--- config.mk ---
export PLATFORM = sky130hd
export DESIGN_NAME = wts_supervisor
export DESIGN_NICKNAME = d
export VERILOG_FILES = /design/src/verilog/wts_pkg.sv /design/src/verilog/wts_supervisor.sv
export SDC_FILE = /design/constraint.sdc
export NUM_CORES = 1
export LEC_CHECK = 0
export ABC_AREA = 1
export BUFFER_PORTS_ARGS = -buffer_cell sky130_fd_sc_hd__buf_4
export CAP_MARGIN = 20
export CORE_MARGIN = 5
export CORE_UTILIZATION = 47
export DETAILED_ROUTE_END_ITERATION = 16
export GPL_TIMING_DRIVEN = 0
export PLACE_DENSITY = 0.69
export SKIP_CTS_REPAIR_TIMING = 1
export SYNTH_ARGS = -nofsm -noshare
export SYNTH_HDL_FRONTEND = slang
export SYNTH_SLANG_ARGS = --single-unit
--- constraint.sdc ---
create_clock -name aclk -period 3.7 [get_ports aclk]
set_input_delay 0.74 -clock aclk [delete_from_list [all_inputs] [get_ports aclk]]
set_output_delay 0.74 -clock aclk [all_outputs]
set_load 0.05 [all_outputs]
--- src/verilog/wts_pkg.sv ---
// Purpose: Shared constants of the wireless transmitter fault supervisor.
// Assumes: 250 MHz system clock; the _MS durations are counted in millisecond ticks, tone and power-on in clock cycles.
// Notes: Register offsets are byte addresses on a 32-bit AXI4-Lite bus.
package wts_pkg;

  // ----------------------------------------------------------------
  // Clock and timing
  // ----------------------------------------------------------------
  localparam int CLK_KHZ = 250000;
  localparam int TONE_HZ = 4000;
  // One millisecond tick and one tone half period, in clock cycles.
  localparam int MS_CYCLES = CLK_KHZ;
  localparam int TONE_HALF_CYCLES = (CLK_KHZ * 1000) / (2 * TONE_HZ);
  localparam int POR_CYCLES = 1024;

  localparam logic [18:0] SENSOR_LOW_MS = 19'h00096;
  localparam logic [18:0] START_SIG_MS = 19'h00190;
  localparam logic [18:0] PING_ACTIVE_MS = 19'h000D2;
  localparam logic [18:0] PING_PERIOD_MS = 19'h00190;
  localparam logic [18:0] DETECT_LIMIT_MS = 19'h001F4;
  localparam logic [18:0] RETRY_5S_MS = 19'h01388;
  localparam logic [18:0] RETRY_1MIN_MS = 19'h0EA60;
  localparam logic [18:0] RETRY_5MIN_MS = 19'h493E0;
  localparam logic [18:0] WARN_HOLD_MS = 19'h02EE0;
  localparam logic [18:0] WARN_BUZZ_MS = 19'h007D0;

  // ----------------------------------------------------------------
  // Thresholds and charge levels
  // ----------------------------------------------------------------
  localparam logic [15:0] THR_BASE_MW = 16'h00FA;
  localparam logic [15:0] THR_STEP_MW = 16'h0032;
  localparam logic [3:0] BIN_DISABLED = 4'hD;
  localparam logic [3:0] BIN_RESET = 4'h3;
  localparam logic [6:0] CHARGE_FULL_PCT = 7'h64;
  localparam logic [6:0] CHARGE_RESUME_PCT = 7'h5A;

  // ----------------------------------------------------------------
  // End-of-transfer codes and indicator states
  // ----------------------------------------------------------------
  localparam logic [3:0] EPT_DONE = 4'h1;
  localparam logic [3:0] EPT_TEMP = 4'h3;
  localparam logic [3:0] EPT_RECONF = 4'h7;
  localparam logic [2:0] IND_STANDBY = 3'h0;
  localparam logic [2:0] IND_XFER = 3'h1;
  localparam logic [2:0] IND_FULL = 3'h2;
  localparam logic [2:0] IND_FAULT = 3'h3;
  localparam logic [2:0] IND_WARN = 3'h4;

  // ----------------------------------------------------------------
  // Register map and fields
  // ----------------------------------------------------------------
  localparam logic [7:0] REG_CTRL = 8'h00;
  localparam logic [7:0] REG_STATUS = 8'h04;
  localparam logic [7:0] REG_RETRY = 8'h08;
  localparam logic [7:0] REG_LOSS = 8'h0C;
  localparam logic [7:0] REG_EVENTS = 8'h10;
  localparam int CTRL_FO_LSB = 0;
  localparam int CTRL_LEG_LSB = 4;
  localparam int CTRL_SCHEME_LSB = 8;
  localparam logic [3:0] SCHEME_RESET = 4'h1;
  localparam int EV_LOSS = 0;
  localparam int EV_SENSOR = 1;
  localparam int EV_OC = 2;
  localparam int EV_WARN = 3;
  localparam int EV_EPT = 4;
  localparam int EV_FULL = 5;
  localparam logic [1:0] RESP_OKAY = 2'h0;
  localparam logic [1:0] RESP_SLVERR = 2'h2;

  typedef enum logic [1:0] {ST_PING, ST_XFER, ST_HOLD} wts_state_t;

endpackage : wts_pkg

--- src/verilog/wts_supervisor.sv ---
// Purpose: Fault supervision, retry timing, start signals and standby pinging.
// Assumes: Packet decoding and loss estimation arrive as same-clock pulses.
// Notes: The sensor comparator input is asynchronous and is synchronised here.
//
// How it works
// RULE_01: Loss above the selected threshold flags a fault and halts transfer.
// RULE_02: Receiver identification picks the newer or the legacy loss check.
// RULE_03: Bin 0 to 12 sets threshold 250 mW plus 50 mW per bin.
// RULE_04: Bin 13 disables that loss check; it never raises a fault.
// RULE_05: Sensor below threshold for more than 150 ms shuts transfer down.
// RULE_06: A sensor shutdown is shown as a fault on the indicator.
// RULE_07: After sensor shutdown resume after five minutes or on receiver removal.
// RULE_08: End-of-transfer code selects immediate, 5 s, 5 min or no retry.
// RULE_09: Over-current waits one minute; sensor and loss faults five minutes.
// RULE_10: Loss warning holds 12 s; buzzer joins in the last 2 s.
// RULE_11: Receiver removal cuts any pending retry wait short.
// RULE_12: Transfer start drives a 4 kHz square tone for 400 ms.
// RULE_13: Transfer start drives the start pulse high for 400 ms.
// RULE_14: The device stays in reset while the external reset is low.
// RULE_15: An internal power-on sequence holds logic idle until startup completes.
// RULE_16: Standby pings at a fixed interval, each ping active 210 ms.
// RULE_17: Ping interval must let a new receiver be found within 0.5 s.
// RULE_18: Charge-complete code switches the indicator to charge complete.
// RULE_19: Charge status of 100% shows complete but keeps power flowing.
// RULE_20: A later charge status below 90% restores the charging indicator.
// RULE_21: One retry timer holds transfer off until expiry or removal.
`timescale 1ns/100ps

module wts_supervisor
  import wts_pkg::*;
#(
  parameter int CYC_PER_MS = MS_CYCLES,
  parameter int CYC_PER_TONE_HALF = TONE_HALF_CYCLES,
  parameter int POR_LEN = POR_CYCLES
)
(
  input wire logic aclk,
  input wire logic aresetn,
  input wire logic [7:0] s_axi_awaddr,
  input wire logic [2:0] s_axi_awprot,
  input wire logic s_axi_awvalid,
  output logic s_axi_awready,
  input wire logic [31:0] s_axi_wdata,
  input wire logic [3:0] s_axi_wstrb,
  input wire logic s_axi_wvalid,
  output logic s_axi_wready,
  output logic [1:0] s_axi_bresp,
  output logic s_axi_bvalid,
  input wire logic s_axi_bready,
  input wire logic [7:0] s_axi_araddr,
  input wire logic [2:0] s_axi_arprot,
  input wire logic s_axi_arvalid,
  output logic s_axi_arready,
  output logic [31:0] s_axi_rdata,
  output logic [1:0] s_axi_rresp,
  output logic s_axi_rvalid,
  input wire logic s_axi_rready,
  input wire logic sensor_above,
  input wire logic rx_detected,
  input wire logic rx_removed,
  input wire logic id_valid,
  input wire logic id_legacy,
  input wire logic loss_valid,
  input wire logic [15:0] loss_mw,
  input wire logic loss_warning,
  input wire logic over_current,
  input wire logic ept_valid,
  input wire logic [3:0] ept_code,
  input wire logic cs_valid,
  input wire logic [6:0] cs_pct,
  output logic power_enable_q,
  output logic ping_active_q,
  output logic tone_q,
  output logic start_pulse_q,
  output logic warn_buzz_q,
  output logic [2:0] indicator_q,
  output logic [3:0] indicator_scheme_select_q
);

  // ----------------------------------------------------------------
  // Elaboration checks
  // ----------------------------------------------------------------
  if (CYC_PER_MS < 2 || CYC_PER_TONE_HALF < 1 || POR_LEN < 1)
    $error("wts_supervisor: timing parameters out of range");
  if (PING_PERIOD_MS > DETECT_LIMIT_MS || PING_PERIOD_MS <= PING_ACTIVE_MS) // RULE_17
    $error("wts_supervisor: ping period must lie between ping length and 500 ms");

  function automatic logic [15:0] bin_to_mw(input logic [3:0] bin);
    bin_to_mw = THR_BASE_MW + 16'(THR_STEP_MW * 16'(bin)); // RULE_03
  endfunction : bin_to_mw

  // ----------------------------------------------------------------
  // Reset sequencing and millisecond tick
  // ----------------------------------------------------------------
  logic [31:0] por_cnt_q;
  logic por_done_q;
  logic run;
  logic [31:0] pre_q;
  logic tick_q;

  // Logic stays held while the pin is low and until the startup count runs out.
  always_ff @(posedge aclk)
  begin
    if (!aresetn) // RULE_14
    begin
      por_cnt_q <= '0;
      por_done_q <= 1'b0;
    end
    else if (!por_done_q) // RULE_15
    begin
      por_cnt_q <= por_cnt_q + 32'h1;
      por_done_q <= (por_cnt_q == 32'(POR_LEN - 1));
    end
  end

  assign run = aresetn && por_done_q;

  always_ff @(posedge aclk)
  begin
    if (!run)
    begin
      pre_q <= '0;
      tick_q <= 1'b0;
    end
    else
    begin
      tick_q <= (pre_q == 32'(CYC_PER_MS - 1));
      pre_q <= (pre_q == 32'(CYC_PER_MS - 1)) ? 32'h0 : pre_q + 32'h1;
    end
  end

  // ----------------------------------------------------------------
  // Sensor synchroniser and low-time filter
  // ----------------------------------------------------------------
  logic sens_m_q;
  logic sens_s_q;
  logic [18:0] low_ms_q;
  logic sens_trip;

  always_ff @(posedge aclk)
  begin
    if (!aresetn)
    begin
      sens_m_q <= 1'b1;
      sens_s_q <= 1'b1;
    end
    else
    begin
      sens_m_q <= sensor_above;
      sens_s_q <= sens_m_q;
    end
  end

  // A single bright clock cycle restarts the count, so only a continuous low trips.
  always_ff @(posedge aclk)
  begin
    if (!run || sens_s_q)
      low_ms_q <= '0;
    else if (tick_q && low_ms_q <= SENSOR_LOW_MS)
      low_ms_q <= low_ms_q + 19'h1;
  end

  assign sens_trip = tick_q && !sens_s_q && (low_ms_q == SENSOR_LOW_MS); // RULE_05

  // ----------------------------------------------------------------
  // Loss check selection
  // ----------------------------------------------------------------
  logic [31:0] ctrl_q;
  logic use_legacy_q;
  logic [3:0] sel_bin;
  logic loss_trip;

  always_ff @(posedge aclk)
  begin
    if (!run)
      use_legacy_q <= 1'b0;
    else if (id_valid)
      use_legacy_q <= id_legacy; // RULE_02
  end

  assign sel_bin = use_legacy_q ? ctrl_q[CTRL_LEG_LSB +: 4] : ctrl_q[CTRL_FO_LSB +: 4];
  assign loss_trip = loss_valid && (sel_bin < BIN_DISABLED) // RULE_04
    && (loss_mw > bin_to_mw(sel_bin)); // RULE_01

  // ----------------------------------------------------------------
  // Transfer state and single retry timer
  // ----------------------------------------------------------------
  wts_state_t st_q;
  logic [18:0] hold_ms_q;
  logic [18:0] ping_ms_q;
  logic warn_q;
  logic fault_q;
  logic begin_xfer;

  assign begin_xfer = (st_q == ST_PING) && ping_active_q && rx_detected;

  always_ff @(posedge aclk)
  begin
    if (!run)
    begin
      st_q <= ST_PING;
      hold_ms_q <= '0;
      warn_q <= 1'b0;
      fault_q <= 1'b0;
    end
    else
    begin
      case (st_q)
        ST_PING:
        begin
          if (sens_trip)
          begin
            st_q <= ST_HOLD;
            hold_ms_q <= RETRY_5MIN_MS; // RULE_07
            fault_q <= 1'b1; // RULE_06
            warn_q <= 1'b0;
          end
          else if (begin_xfer)
            st_q <= ST_XFER;
        end
        ST_XFER:
        begin
          if (sens_trip || loss_trip) // RULE_09
          begin
            st_q <= ST_HOLD;
            hold_ms_q <= RETRY_5MIN_MS;
            fault_q <= 1'b1;
            warn_q <= 1'b0;
          end
          else if (over_current)
          begin
            st_q <= ST_HOLD;
            hold_ms_q <= RETRY_1MIN_MS; // RULE_09
            fault_q <= 1'b1;
            warn_q <= 1'b0;
          end
          else if (loss_warning)
          begin
            st_q <= ST_HOLD;
            hold_ms_q <= WARN_HOLD_MS; // RULE_10
            fault_q <= 1'b0;
            warn_q <= 1'b1;
          end
          else if (ept_valid && ept_code != EPT_RECONF) // RULE_08
          begin
            st_q <= ST_HOLD;
            fault_q <= 1'b0;
            warn_q <= 1'b0;
            if (ept_code == EPT_TEMP)
              hold_ms_q <= RETRY_5MIN_MS;
            else if (ept_code == EPT_DONE || ept_code == 4'h2 || ept_code == 4'h6)
              hold_ms_q <= RETRY_5S_MS;
            else
              hold_ms_q <= '0;
          end
        end
        ST_HOLD:
        begin
          if (rx_removed || hold_ms_q == '0) // RULE_11 RULE_21
          begin
            st_q <= ST_PING;
            hold_ms_q <= '0;
            fault_q <= 1'b0;
            warn_q <= 1'b0;
          end
          else if (tick_q)
            hold_ms_q <= hold_ms_q - 19'h1; // RULE_21
        end
        default:
          st_q <= ST_PING;
      endcase
    end
  end

  // ----------------------------------------------------------------
  // Standby pinging and start signals
  // ----------------------------------------------------------------
  logic [18:0] start_ms_q;
  logic [31:0] tone_cnt_q;

  // The ping phase restarts whenever standby is entered, so detection latency is bounded.
  always_ff @(posedge aclk)
  begin
    if (!run || st_q != ST_PING)
    begin
      ping_ms_q <= '0;
      ping_active_q <= 1'b0;
    end
    else
    begin
      ping_active_q <= (ping_ms_q < PING_ACTIVE_MS); // RULE_16
      if (tick_q)
        ping_ms_q <= (ping_ms_q == PING_PERIOD_MS - 19'h1) ? 19'h0 : ping_ms_q + 19'h1;
    end
  end

  always_ff @(posedge aclk)
  begin
    if (!run)
    begin
      start_ms_q <= '0;
      start_pulse_q <= 1'b0;
    end
    else if (begin_xfer)
    begin
      start_ms_q <= START_SIG_MS;
      start_pulse_q <= 1'b1; // RULE_13
    end
    else
    begin
      if (tick_q && start_ms_q != '0)
        start_ms_q <= start_ms_q - 19'h1;
      start_pulse_q <= (start_ms_q > 19'h1) || (start_ms_q == 19'h1 && !tick_q);
    end
  end

  always_ff @(posedge aclk)
  begin
    if (!run || !start_pulse_q)
    begin
      tone_cnt_q <= '0;
      tone_q <= 1'b0;
    end
    else if (tone_cnt_q == 32'(CYC_PER_TONE_HALF - 1))
    begin
      tone_cnt_q <= '0;
      tone_q <= !tone_q; // RULE_12
    end
    else
      tone_cnt_q <= tone_cnt_q + 32'h1;
  end

  // ----------------------------------------------------------------
  // Charge level and indicator
  // ----------------------------------------------------------------
  logic full_q;

  always_ff @(posedge aclk)
  begin
    if (!run)
      full_q <= 1'b0;
    else if ((st_q == ST_XFER && ept_valid && ept_code == EPT_DONE) // RULE_18
      || (cs_valid && cs_pct >= CHARGE_FULL_PCT)) // RULE_19
      full_q <= 1'b1;
    else if (cs_valid && cs_pct < CHARGE_RESUME_PCT) // RULE_20
      full_q <= 1'b0;
  end

  always_ff @(posedge aclk)
  begin
    if (!run)
    begin
      indicator_q <= IND_STANDBY;
      power_enable_q <= 1'b0;
      warn_buzz_q <= 1'b0;
      indicator_scheme_select_q <= SCHEME_RESET;
    end
    else
    begin
      indicator_scheme_select_q <= ctrl_q[CTRL_SCHEME_LSB +: 4];
      power_enable_q <= (st_q == ST_XFER); // RULE_19
      warn_buzz_q <= (st_q == ST_HOLD) && warn_q && (hold_ms_q <= WARN_BUZZ_MS); // RULE_10
      if (st_q == ST_HOLD && fault_q)
        indicator_q <= IND_FAULT; // RULE_06
      else if (st_q == ST_HOLD && warn_q)
        indicator_q <= IND_WARN;
      else if (full_q)
        indicator_q <= IND_FULL; // RULE_18
      else if (st_q == ST_XFER)
        indicator_q <= IND_XFER;
      else
        indicator_q <= IND_STANDBY;
    end
  end

  // ----------------------------------------------------------------
  // AXI4-Lite register slave
  // ----------------------------------------------------------------
  logic [7:0] aw_addr_q;
  logic [31:0] w_data_q;
  logic [3:0] w_strb_q;
  logic aw_have_q;
  logic w_have_q;
  logic do_wr;
  logic [15:0] loss_last_q;
  logic [5:0] ev_q;
  logic [5:0] ev_set;
  logic [5:0] ev_clr;

  assign do_wr = aw_have_q && w_have_q && !s_axi_bvalid;
  assign ev_set = {full_q == 1'b0 && cs_valid && cs_pct >= CHARGE_FULL_PCT,
    st_q == ST_XFER && ept_valid, st_q == ST_XFER && over_current,
    st_q == ST_XFER && loss_warning, sens_trip, st_q == ST_XFER && loss_trip};
  assign ev_clr = (do_wr && aw_addr_q == REG_EVENTS && w_strb_q[0]) ? w_data_q[5:0] : 6'h0;

  always_ff @(posedge aclk)
  begin
    if (!aresetn)
    begin
      aw_have_q <= 1'b0;
      w_have_q <= 1'b0;
      aw_addr_q <= '0;
      w_data_q <= '0;
      w_strb_q <= '0;
      s_axi_bvalid <= 1'b0;
      s_axi_bresp <= RESP_OKAY;
      s_axi_awready <= 1'b1;
      s_axi_wready <= 1'b1;
    end
    else
    begin
      // Ready is registered as the inverse of the next holding state.
      s_axi_awready <= do_wr || (!aw_have_q && !s_axi_awvalid);
      s_axi_wready <= do_wr || (!w_have_q && !s_axi_wvalid);
      if (s_axi_awvalid && !aw_have_q)
      begin
        aw_have_q <= 1'b1;
        aw_addr_q <= s_axi_awaddr;
      end
      if (s_axi_wvalid && !w_have_q)
      begin
        w_have_q <= 1'b1;
        w_data_q <= s_axi_wdata;
        w_strb_q <= s_axi_wstrb;
      end
      if (do_wr)
      begin
        aw_have_q <= 1'b0;
        w_have_q <= 1'b0;
        s_axi_bvalid <= 1'b1;
        s_axi_bresp <= (aw_addr_q == REG_CTRL || aw_addr_q == REG_EVENTS) ?
          RESP_OKAY : RESP_SLVERR;
      end
      else if (s_axi_bready)
        s_axi_bvalid <= 1'b0;
    end
  end

  always_ff @(posedge aclk)
  begin
    if (!aresetn)
      ctrl_q <= {20'h0, SCHEME_RESET, BIN_RESET, BIN_RESET};
    else if (do_wr && aw_addr_q == REG_CTRL)
    begin
      for (int i = 0; i < 2; i++)
        if (w_strb_q[i])
          ctrl_q[i*8 +: 8] <= w_data_q[i*8 +: 8];
    end
  end

  // Hardware set wins over a software clear landing in the same cycle.
  always_ff @(posedge aclk)
  begin
    if (!run)
    begin
      ev_q <= '0;
      loss_last_q <= '0;
    end
    else
    begin
      ev_q <= (ev_q & ~ev_clr) | ev_set;
      if (loss_valid)
        loss_last_q <= loss_mw;
    end
  end

  always_ff @(posedge aclk)
  begin
    if (!aresetn)
    begin
      s_axi_arready <= 1'b0;
      s_axi_rvalid <= 1'b0;
      s_axi_rdata <= '0;
      s_axi_rresp <= RESP_OKAY;
    end
    else
    begin
      s_axi_arready <= !s_axi_rvalid && !(s_axi_arvalid && s_axi_arready);
      if (s_axi_arvalid && s_axi_arready)
      begin
        s_axi_rvalid <= 1'b1;
        s_axi_rresp <= RESP_OKAY;
        case (s_axi_araddr)
          REG_CTRL: s_axi_rdata <= {20'h0, ctrl_q[11:0]};
          REG_STATUS: s_axi_rdata <= {22'h0, indicator_q, full_q, warn_q, fault_q,
            use_legacy_q, sens_s_q, 2'(st_q)};
          REG_RETRY: s_axi_rdata <= {13'h0, hold_ms_q};
          REG_LOSS: s_axi_rdata <= {16'h0, loss_last_q};
          REG_EVENTS: s_axi_rdata <= {26'h0, ev_q};
          default:
          begin
            s_axi_rdata <= '0;
            s_axi_rresp <= RESP_SLVERR;
          end
        endcase
      end
      else if (s_axi_rready)
        s_axi_rvalid <= 1'b0;
    end
  end

  // ----------------------------------------------------------------
  // Assertions
  // ----------------------------------------------------------------
  loss_halt_a: assert property (@(posedge aclk) disable iff (!run) // RULE_01
    st_q == ST_XFER && loss_trip && !sens_trip |=> st_q == ST_HOLD
      && hold_ms_q == RETRY_5MIN_MS && fault_q ##1 !power_enable_q)
    else $error("loss fault did not halt transfer");
  bin_off_a: assert property (@(posedge aclk) disable iff (!run) // RULE_04
    loss_trip |-> sel_bin < BIN_DISABLED && loss_mw > THR_BASE_MW)
    else $error("loss fault raised from a disabled check");
  sensor_trip_a: assert property (@(posedge aclk) disable iff (!run) // RULE_05
    sens_trip && st_q != ST_HOLD |=> st_q == ST_HOLD && hold_ms_q == RETRY_5MIN_MS)
    else $error("sensor shutdown did not start the long wait");
  oc_wait_a: assert property (@(posedge aclk) disable iff (!run) // RULE_09
    st_q == ST_XFER && over_current && !loss_trip && !sens_trip
      |=> hold_ms_q == RETRY_1MIN_MS)
    else $error("over-current wait is wrong");
  warn_buzz_a: assert property (@(posedge aclk) disable iff (!run) // RULE_10
    warn_buzz_q |-> $past(warn_q) && $past(hold_ms_q) <= WARN_BUZZ_MS)
    else $error("warning buzzer outside the final window");
  removal_cut_a: assert property (@(posedge aclk) disable iff (!run) // RULE_11
    st_q == ST_HOLD && rx_removed |=> st_q == ST_PING ##2 indicator_q != IND_FAULT)
    else $error("removal did not end the retry wait");
  start_sig_a: assert property (@(posedge aclk) disable iff (!run) // RULE_13
    begin_xfer |=> start_pulse_q && start_ms_q == START_SIG_MS ##1 start_pulse_q)
    else $error("start pulse did not begin with transfer");
  tone_idle_a: assert property (@(posedge aclk) disable iff (!run) // RULE_12
    !start_pulse_q |=> !tone_q)
    else $error("tone active outside the start window");
  full_set_a: assert property (@(posedge aclk) disable iff (!run) // RULE_19
    cs_valid && cs_pct >= CHARGE_FULL_PCT && st_q == ST_XFER && !sens_trip && !loss_trip
      && !over_current && !loss_warning && !ept_valid
      |=> full_q && st_q == ST_XFER ##1 indicator_q == IND_FULL && power_enable_q)
    else $error("full charge status mishandled");
  full_clr_a: assert property (@(posedge aclk) disable iff (!run) // RULE_20
    cs_valid && cs_pct < CHARGE_RESUME_PCT && !(ept_valid && ept_code == EPT_DONE)
      |=> !full_q)
    else $error("charge indicator not restored below resume level");
  ping_len_a: assert property (@(posedge aclk) disable iff (!run) // RULE_16
    ping_active_q |-> $past(st_q) == ST_PING && $past(ping_ms_q) < PING_ACTIVE_MS)
    else $error("ping active outside its window");
  bresp_hold_a: assert property (@(posedge aclk) disable iff (!aresetn)
    s_axi_bvalid && !s_axi_bready |=> s_axi_bvalid && $stable(s_axi_bresp))
    else $error("write response dropped before acceptance");

endmodule : wts_supervisor

; ---- Yosys cells after proc, flatten, opt, wreduce, memory -nomap -nowiden
; Index checks and enable logic that the tools add are counted.
[op_classes]
muxes = 50
n_bitwise = 6
n_mul = 1
n_addsub = 8
n_div = 0
eq_ne = 23
reduce_logical = 80
magnitude_cmp = 8
n_shift = 0
[ops]
columns = op, count
row1 = 19-bit two-way mux, 9
row2 = "32-bit by 1-bit adder with 32-bit output, second input constant", 3
row3 = 19-bit case mux with 5 select lines, 1
row4 = 19-bit case mux with 3 select lines, 1
row5 = "19-bit by 1-bit adder with 19-bit output, second input constant", 2
row6 = "19-bit by 1-bit subtractor with 19-bit output, second input constant", 2
row7 = 1-bit logical AND, 34
row8 = "32-bit by 10-bit equality test with 1-bit output, second input constant", 1
row9 = "32-bit by 15-bit equality test with 1-bit output, second input constant", 1
row10 = "32-bit by 18-bit equality test with 1-bit output, second input constant", 1
row11 = 2-bit two-way mux, 11
row12 = "19-bit by 1-bit equality test with 1-bit output, second input constant", 1
row13 = "19-bit by 8-bit equality test with 1-bit output, second input constant", 1
row14 = "19-bit by 9-bit equality test with 1-bit output, second input constant", 1
row15 = "19-bit by 1-bit greater-than comparator with 1-bit output, second input constant", 1
row16 = "19-bit by 11-bit <= comparator with 1-bit output, second input constant", 1
row17 = "19-bit by 8-bit <= comparator with 1-bit output, second input constant", 1
row18 = 19-bit logical NOT, 1
row19 = "19-bit by 8-bit < comparator with 1-bit output, second input constant", 1
row20 = 1-bit two-way mux, 19
row21 = 19-bit nonzero test, 1
row22 = 9-bit two-way mux, 2
row23 = "8-bit by 4-bit equality test with 1-bit output, second input constant", 2
row24 = "8-bit by 5-bit equality test with 1-bit output, second input constant", 2
row25 = other kinds (37), 76
[totals]
inputBits = 102
latchBits = 0
mem_bits_ro = 0
regBits = 293
ramBits = 0
word_cells = 218
mem_count = 0

; ---- Longest topological paths before layout
; Gate-level depths: netlist (run 1).
[logic_depth]
ltp_word = 10
ltp_mapped = 26
depth_no_buf = 26

; ---- Worst setup path before layout (run 1)
; OpenSTA, ideal clock, no wires.
[synth_path]
path_type = reg2reg
start = register use_legacy_q
end = register hold_ms_q[16]
period_less_slack_ns = 3.665
arrival_ns = 3.596
n_path_buf = 2
required_ns = 3.631
slack_ns = 0.035
stages_incl_launch_ff = 23
setup_ns = 0.069
path_cell_list = dfxtp_1 -> buf_2 -> o21ai_0 -> ha_1 -> ha_1 -> fa_1 -> nor3_1 -> nand2_1 -> nand2_1 -> xor2_1 -> ha_1 -> nand2_1 -> inv_1 -> o21ai_0 -> nand2_1 -> nor2_1 -> nand2_1 -> nand2_2 -> nand3_2 -> nand2_4 -> buf_2 -> nand2_1 -> a21oi_2
[synth_between]
elab_chain_cells = 8
elab_cells_between_ends = 12
[synth_rtl]
columns = element, line_no
row1 = start: declaration, wts_supervisor.sv:169  ; logic use_legacy_q;
row2 = start signal: assignment, wts_supervisor.sv:178  ; use_legacy_q <= id_legacy;
row3 = 4-bit two-way mux (*), wts_supervisor.sv:181  ; assign sel_bin = use_legacy_q ? ctrl_q[CTRL_LEG_LSB +: 4] : ctrl_q[CTRL_FO_LSB +: 4];
row4 = 5-bit by 4-bit multiplier with 9-bit output, wts_supervisor.sv:89  ; bin_to_mw = THR_BASE_MW + 16'(THR_STEP_MW * 16'(bin));
row5 = 8-bit by 10-bit adder with 11-bit output, wts_supervisor.sv:89
row6 = 16-bit by 11-bit greater-than comparator with 1-bit output, wts_supervisor.sv:183  ; && (loss_mw > bin_to_mw(sel_bin));
row7 = 1-bit logical AND (*), wts_supervisor.sv:183
row8 = 1-bit logical OR (*), wts_supervisor.sv:223  ; if (sens_trip || loss_trip)
row9 = 5-bit inequality test (no source line) or 19-bit two-way mux (tied branches), -
row10 = 4-bit AND reduction (no source line) or 19-bit case mux with 3 select lines (tied branches), -
row11 = end signal: assignment, wts_supervisor.sv:267  ; hold_ms_q <= hold_ms_q - 19'h1;
row12 = end: declaration, wts_supervisor.sv:189  ; logic [18:0] hold_ms_q;
; Every way passes the cells marked *; elsewhere a longest branch is shown, timed or not.
; A chain may end at the register's enable or synchronous reset.

; ---- Final worst setup path (run 1)
; Same ends and word-level chain as after synthesis.

==> key figures, run 1 <==
STA
  – Final setup violation count: 16
  – Max transition margin: 51.3%
  – Slew of the pin with the lowest slew margin: 0.730 ns
  – Max Clock Freq: 263 MHz
  – Setup total negative slack: -1.02 ns
  – Fin crit share: 103%
  – RSZ-0062 raised after global routing: true
  – Post-route minimum period: 3.80 ns
  – Final setup margin: -0.0993 ns
  – Layout Skew: 0.0155 ns
  – Final hold vios: 0
  – Slew Viols, Final: 0

Cells and area
  – NumNets Final: 2298
  – Cell area after layout: 16900 sq um
  – Register area: 5570 sq um
  – Area of the multi-input gates: 7410 sq um
  – Layout area overhead: 20.2%
  – Layout Cells excl Fill: 2571
  – Filler Cell Count: 2861
  – Layout cell share with drive strength beyond 1: 14.3%

Placement
  – Port Buffers: 108
  – Placed Area: 15400 sq um
  – Dpl ws: -0.739 ns
  – Post-DP HPWL: 28.3 mm
  – Gpl congestion: 0.962
  – DP Cell Count: 2506

CTS
  – Clk root buf: clkbuf_16
  – # clock sinks: 278
  – Reg clk slew, reported paths: 0.06 ns
  – CTS tree: built
  – Htree depth: 1
  – CTS buffer count: 31
  – Clock latency on the worst-skew pair: 0.56 ns
  – Max Root-Sink Buffers: 3

Power and ir drop
  – LEAKAGE: 0.00656 uW
  – Final Power: 6700 uW
  – Pwr/cell area: 397 nW/um^2
  – Worst ir drop on vdd: 0.000305 V

Run status
  – Failing checks: setup timing
  – Status: finished with violations

Global routing
  – Initial antenna violation count: 0
  – Global route overflow: 0
  – Total Routing Usage GR: 21.4%
  – Largest net degree at the start of global routing: 15
  – Vias in the first global route: 12393
  – First-pass GRT wire length: 60.6 mm

Setup path
  – Crit path cell chain: buf_6 > nand2_2 > o21ai_4 > inv_2 > ha_4 > ha_4 > fa_2 > a31o_4 > xor2_2 > nand3_1 > ha_1 > inv_1 > nor2_2 > nand4_1 > nor2_1 > nor2_2 > nand2_4 > nand3_4 > nand2_4 > inv_8 > clkbuf_16 > nand2_2 > a21oi_2
  – CP endpoint kind: flop
  – Startpoint types: flop
  – WS Path Type: reg -> reg
  – Crit-path max FO: 11
  – WP data arrival: 4.21 ns
  – Worst Path Required: 4.11 ns
  – CP max-delay cell: fa_2
  – R2R setup slack: -0.1 ns
  – CP peak stage delay: 0.44 ns

Synthesis
  – Top FF cell, synth: dfxtp_1
  – Synth cell count leaders: nand2_1, nor2_1, dfxtp_1
  – Leading cell type by number of instances after synthesis: nand2_1
  – Post-Syn Area: 14000 sq um
  – Ys Warns: 0
  – Register area share after synthesis: 39.7%
  – Library cells used by synthesis: 53
  – Top cell type's share of synthesized area: 39.7%
  – Mean post-synth cell area: 7.04 sq um
  – FF+latch count, synth: 278
  – Cells after Synth: 1994
  – Post-synth top area cell: dfxtp_1
  – Main area contributors after synthesis: dfxtp_1, nand2_1, nor2_1
  – Post-synth EDFFs: 0
  – FFs w/ async S/R, synth: 0%

Floorplanning
  – Die span in y: 183 microns
  – Die area: 33400 sq um
  – I/O pin cnt: 155
  – Core Area: 29600 sq um
  – Initial core utilization: 47.5%
  – Chip Width: 183 microns
  – Cell Rows: 63

Routing
  – Total wire length: 37.2 mm
  – DRC Markers: 0
  – WL/cell: 14.5 microns
  – Initial DRC count: 924
  – Antenna viol nets, final: 0
  – Drt pass-1 iters: 5
  – Vias per inst: 5.22
  – Via Count: 13419

Run
  – Max-capacitance violation count: 0

Worst hold path
  – Hold Crit Class: in -> reg
==> path summary, 6_finish.rpt <==
| kind | to | depth (start not counted) | start |
|---|---|---|---|
| max | hold_ms_q[16] | 23 | use_legacy_q |
| min | s_axi_bvalid | 2 | s_axi_bready |
| max reg2reg | hold_ms_q[16] | 23 | use_legacy_q |
| min reg2reg | sens_s_q | 1 | sens_m_q |
==> critical path, delay by kind of cell (launching register included) <==
kind,cells,cell delay (ns)
adder cells (fa/ha/maj),4,1.06
buffers and inverters,5,0.51
XOR/XNOR,1,0.15
AND/OR/NAND/NOR,10,1.14
flip-flops,1,0.35
AO/OA/AOI/OAI,3,0.40
==> layout make-up <==
cell class,count,share of cell area [%]
diodes,1,0.0148
plain buffers,59,2.05
clock buffers,35,4.81
clock inverters,19,1.72
inverters,277,6.22
multi-input cells,1394,43.9
flip-flops and latches,278,33.0
well taps,390,2.89
repair buffers,118,5.38
==> per-stage QoR <==
stage	hold slack (ns)	util, %
4_1_cts	0.362	55.8
6_report	0.385	57.1
2_1_floorplan	0.393	-
5_1_grt	0.389	57.1
3_3_place_gp	0.399	52.0
3_5_place_dp	0.405	52.0
==> logic make-up after synthesis <==
family	count (synthesis)	synth area share, %
AND/OR/NAND/NOR	964	31.4
buffers and inverters	336	9.81
AO/OA/AOI/OAI	333	13.0
flip-flops	278	39.7
XOR/XNOR	45	2.81
adder cells (fa/ha/maj)	37	3.35
other	1	0.0267
==> registers in the layout, summed over array words and instances, names as in the netlist, 2 cells and up <==
signal / flops
loss_last_q: 16
low_ms_q: 19
ev_q: 6
s_axi_rdata: 19
ping_ms_q: 19
st_q: 2
w_strb_q: 2
aw_addr_q: 8
start_ms_q: 19
pre_q: 32
tone_cnt_q: 32
hold_ms_q: 19
w_data_q: 12
ctrl_q: 12
indicator_q: 3
por_cnt_q: 32
indicator_scheme_select_q: 4
==> routing by layer <==
metal  wire length (microns)  vias to the layer above  GRT usage [%]  share of wire (%)
li1                        -                     6873              -                  -
met1                   17000                     6133           30.0                 46
met2                   17100                      349           35.3                 46
met3                    2170                       64           2.90                5.8
met4                     941                        0           5.15                2.5
met5                       0                        -              0                  0
==> power by group <==
group,leakage (uW),internal (uW),switching [uW]
registers,0.00225,3030,17.8
logic,0.00377,125,213
clock network,0.000540,2050,1260
==> layout by cell type (no fill, tap or decap), drive strengths merged <==
cell type,count
o22ai,8
nand2,323
nand3,118
or3,1
and2,1
clkinv,12
dfxtp,278
xnor2,12
a31oi,11
nand4,52
xor2,33
or2,10
buf,151
o311a,1
a21oi,157
a2111oi,1
conb,15
o21ai,120
nor3,94
a31o,1
fa,1
nor4,26
nor2,312
diode,1
clkinvlp,2
bufinv,7
o41ai,1
and3,4
o31ai,2
ha,36
nor3b,19
inv,275
o21a,8
a221oi,6
o211ai,9
a211oi,5
clkbuf,61
o21bai,3
nand3b,4
No activity file was read; power rests on OpenSTA's default activity.
==> run 2: changes to the inputs <==
--- a/config.mk
+++ b/config.mk
@@ -5,14 +5,13 @@
 export SDC_FILE = /design/constraint.sdc
 export NUM_CORES = 1
 export LEC_CHECK = 0
-export ABC_AREA = 1
 export BUFFER_PORTS_ARGS = -buffer_cell sky130_fd_sc_hd__buf_4
 export CAP_MARGIN = 20
 export CORE_MARGIN = 5
 export CORE_UTILIZATION = 47
 export DETAILED_ROUTE_END_ITERATION = 16
 export GPL_TIMING_DRIVEN = 0
-export PLACE_DENSITY = 0.69
+export PLACE_DENSITY = 0.67
 export SKIP_CTS_REPAIR_TIMING = 1
 export SYNTH_ARGS = -nofsm -noshare
 export SYNTH_HDL_FRONTEND = slang
==> constraint.sdc (replaced) <==
create_clock -name aclk -period 3.5 [get_ports aclk]
set_input_delay 0.7 -clock aclk [delete_from_list [all_inputs] [get_ports aclk]]
set_output_delay 0.7 -clock aclk [all_outputs]
set_load 0.05 [all_outputs]
==> key figures, run 2 <==
Run status
  – Status: finished with violations (unchanged)
  – Failing checks: setup timing (unchanged)

Synthesis
  – FFs w/ async S/R, synth: 0% (unchanged)
  – Cells after Synth: 1506 (was 1994)
  – Post-synth top area cell: dfxtp_1 (unchanged)
  – Leading cell type by number of instances after synthesis: dfxtp_1 (was nand2_1)
  – Top FF cell, synth: dfxtp_1 (unchanged)
  – Main area contributors after synthesis: dfxtp_1, nor2_1, xnor2_1 (was dfxtp_1, nand2_1, nor2_1)
  – Ys Warns: 0 (unchanged)
  – Mean post-synth cell area: 8.67 sq um (was 7.04 sq um)
  – Post-synth EDFFs: 0 (unchanged)
  – Library cells used by synthesis: 65 (was 53)
  – Post-Syn Area: 13100 sq um (was 14000 sq um)
  – Post-synthesis simple-gate area fraction: 26.0% (was 31.4%)
  – Compound-Gate Fraction of Synth Area: 10.7% (was 13.0%)
  – Top cell type's share of synthesized area: 42.6% (was 39.7%)
  – Register area share after synthesis: 42.6% (was 39.7%)
  – Synth Area in XOR/XNOR: 8.59% (was 2.81%)
  – Largest family of logic cells by synthesized area: simple AND/OR/NAND/NOR gates (unchanged)
  – Post-synthesis mux area share: 4.77% (was 0%)
  – Synth cell count leaders: dfxtp_1, nor2_1, nand2_1 (was nand2_1, nor2_1, dfxtp_1)
  – Synth Area in Adders: 3.60% (was 3.35%)
  – FF+latch count, synth: 278 (unchanged)

STA
  – Layout Skew: 0.0168 ns (was 0.0155 ns)
  – Final setup violation count: 24 (was 16)
  – Slew of the pin with the lowest slew margin: 0.783 ns (was 0.730 ns)
  – Max transition margin: 47.0% (was 51.3%)
  – Post-route minimum period: 4.62 ns (was 3.80 ns)
  – Fin crit share: 132% (was 103%)
  – Max Clock Freq: 217 MHz (was 263 MHz)
  – Slew Viols, Final: 0 (unchanged)
  – Final setup margin: -1.12 ns (was -0.0993 ns)
  – RSZ-0062 raised after global routing: true (unchanged)
  – Hold WS: 0.372 ns (was 0.385 ns)
  – Final hold vios: 0 (unchanged)

Routing
  – Initial DRC count: 754 (was 924)
  – Vias per inst: 5.39 (was 5.22)
  – Total wire length: 33.3 mm (was 37.2 mm)
  – WL/cell: 16.0 microns (was 14.5 microns)
  – Drt pass-1 iters: 7 (was 5)
  – Via Count: 11189 (was 13419)
  – Antenna viol nets, final: 0 (unchanged)
  – DRC Markers: 0 (unchanged)

Setup path
  – Worst Path Required: 3.93 ns (was 4.11 ns)
  – Number of cells on the worst reg-to-reg path: 19 (was 23)
  – WP data arrival: 5.05 ns (was 4.21 ns)
  – WS Path Type: reg -> reg (unchanged)
  – Startpoint types: flop (unchanged)
  – CP endpoint kind: flop (unchanged)
  – Crit-path max FO: 6 (was 11)

Run
  – Max-capacitance violation count: 0 (unchanged)

Cells and area
  – Layout area overhead: 22.1% (was 20.2%)
  – Biggest regs: por_cnt_q x32, pre_q x32, tone_cnt_q x32 (unchanged)
  – Ant diodes: 0 (was 1)
  – Layout cell share with drive strength beyond 1: 14.8% (was 14.3%)
  – NumNets Final: 1813 (was 2298)
  – Commonest non-fill, non-tap cells in the layout: dfxtp_1, nor2_1, nand2_1 (was nand2_1, nor2_1, dfxtp_1)
  – Layout Cells excl Fill: 2075 (was 2571)
  – Commonest non-fill, non-tap cell in the layout: dfxtp_1 (was nand2_1)
  – Cell area after layout: 15900 sq um (was 16900 sq um)

CTS
  – CTS tree: built (unchanged)
  – Reg clk slew, reported paths: 0.06 ns (about the same)
  – Htree depth: 1 (unchanged)
  – # clock sinks: 278 (unchanged)
  – CTS buffer count: 30 (was 31)
  – Clk root buf: clkbuf_16 (unchanged)
  – Clock latency on the worst-skew pair: 0.55 ns (was 0.56 ns)
  – Max Root-Sink Buffers: 3 (unchanged)

Placement
  – Placed Area: 14500 sq um (was 15400 sq um)
  – Post-DP HPWL: 24.4 mm (was 28.3 mm)
  – Dpl ws: -1.62 ns (was -0.739 ns)
  – Gpl congestion: 0.883 (was 0.962)
  – DP Cell Count: 2006 (was 2506)
  – Port Buffers: 107 (was 108)

Floorplanning
  – Chip Width: 177 microns (was 183 microns)
  – Die area: 31200 sq um (was 33400 sq um)
  – Initial core utilization: 47.2% (was 47.5%)
  – Cell Rows: 61 (was 63)
  – I/O pin cnt: 155 (unchanged)
  – Die span in y: 177 microns (was 183 microns)
  – Core Area: 27600 sq um (was 29600 sq um)

Global routing
  – First-pass GRT wire length: 53.6 mm (was 60.6 mm)
  – Largest net degree at the start of global routing: 15 (unchanged)
  – Vias in the first global route: 10581 (was 12393)
  – Total Routing Usage GR: 20.6% (was 21.4%)
  – Global route overflow: 0 (unchanged)
  – Initial antenna violation count: 0 (unchanged)

Worst hold path
  – Hold Crit Class: in -> reg (unchanged)
  – Hold Path Depth: 2 (unchanged)

Power and ir drop
  – LEAKAGE: 0.00600 uW (was 0.00656 uW)
  – Worst ir drop on vdd: 0.000354 V (was 0.000305 V)
  – Pwr/cell area: 433 nW/um^2 (was 397 nW/um^2)
-- run 2: cell types whose count changed in the layout (fill, tap and decap cells not counted), sizes merged, moves of 65 or more --
| cell | previous run | this run |
|---|---|---|
| a21oi | 157 | 66 |
| nand2 | 323 | 144 |
| o21ai | 120 | 48 |
| nand3 | 118 | 46 |
| xnor2 | 12 | 77 |
| nor2 | 312 | 183 |
| inv | 275 | 34 |
-- run 2: worst paths after layout --
check | slack, ns | startpoint | endpoint
setup / recovery | -1.12 | use_legacy_q | hold_ms_q[9]
hold / removal | 0.37 | sensor_above | sens_m_q
setup reg to reg | -1.12 | use_legacy_q | hold_ms_q[9]
hold reg to reg | 0.41 | sens_m_q | sens_s_q
-- run 2: layout make-up --
cell class | count | area [sq um]
multi-input cells | 1132 | 7370
clock inverters | 12 | 160
fillers | 2493 | 11700
plain buffers | 76 | 394
flip-flops and latches | 278 | 5570
well taps | 378 | 473
clock buffers | 43 | 891
inverters | 34 | 128
repair buffers | 122 | 952
-- run 2: cells by family (layout without fill, tap and decap cells) --
| family | Yosys count | after routing |
|---|---|---|
| flops | 278 | 278 |
| xor+xnor | 128 | 128 |
| mux | 62 | 62 |
| fa+ha+maj | 37 | 37 |
| compound gates | 212 | 212 |
| buf+inv | 110 | 287 |
| simple gates | 678 | 678 |
| other cells | 1 | 15 |
-- run 2: stage by stage --
| stage | util, % | setup TNS (ns) | power, uW |
|---|---|---|---|
| CTS | 56.4 | -36.14 | 6950 |
| global placement | 52.6 | -34.81 | 3630 |
| floorplan | - | -13.77 | 3500 |
| detailed placement | 52.6 | -35.52 | 3640 |
| global route | 57.7 | -28.93 | 7140 |
| finish | 57.7 | -24.47 | 6900 |
-- run 2: power by group --
part           leakage, uW  switching, uW  internal, uW
combinational      0.00323            207           152
clock             0.000526           1270          2050
sequential         0.00225           22.2          3200
total              0.00600           1500          5400
-- run 2: routing by layer --
metal  global-route usage (%)  wire length (microns)  up-vias
met5                        0                      0        -
met4                     3.87                    677        0
met3                     3.80                   2110       63
met2                     33.7                  15100      305
met1                     28.8                  15400     5254
li1                         -                      -     5567
-- run 2: critical path, stage by stage (launching register included) --
cell and delay, ns:
dfxtp_2 0.33, buf_8 0.14, mux2i_4 0.32, buf_6 0.14, ha_4 0.21, ha_4 0.16
fa_2 0.36, xor2_2 0.17, nor4_2 0.27, a21oi_1 0.14, xnor2_1 0.20, ha_1 0.29
a21o_1 0.18, a21oi_2 0.11, nor4b_4 0.30, o41ai_4 0.15, buf_4 0.21, or4_4 0.47
a221oi_2 0.26, a21oi_1 0.10
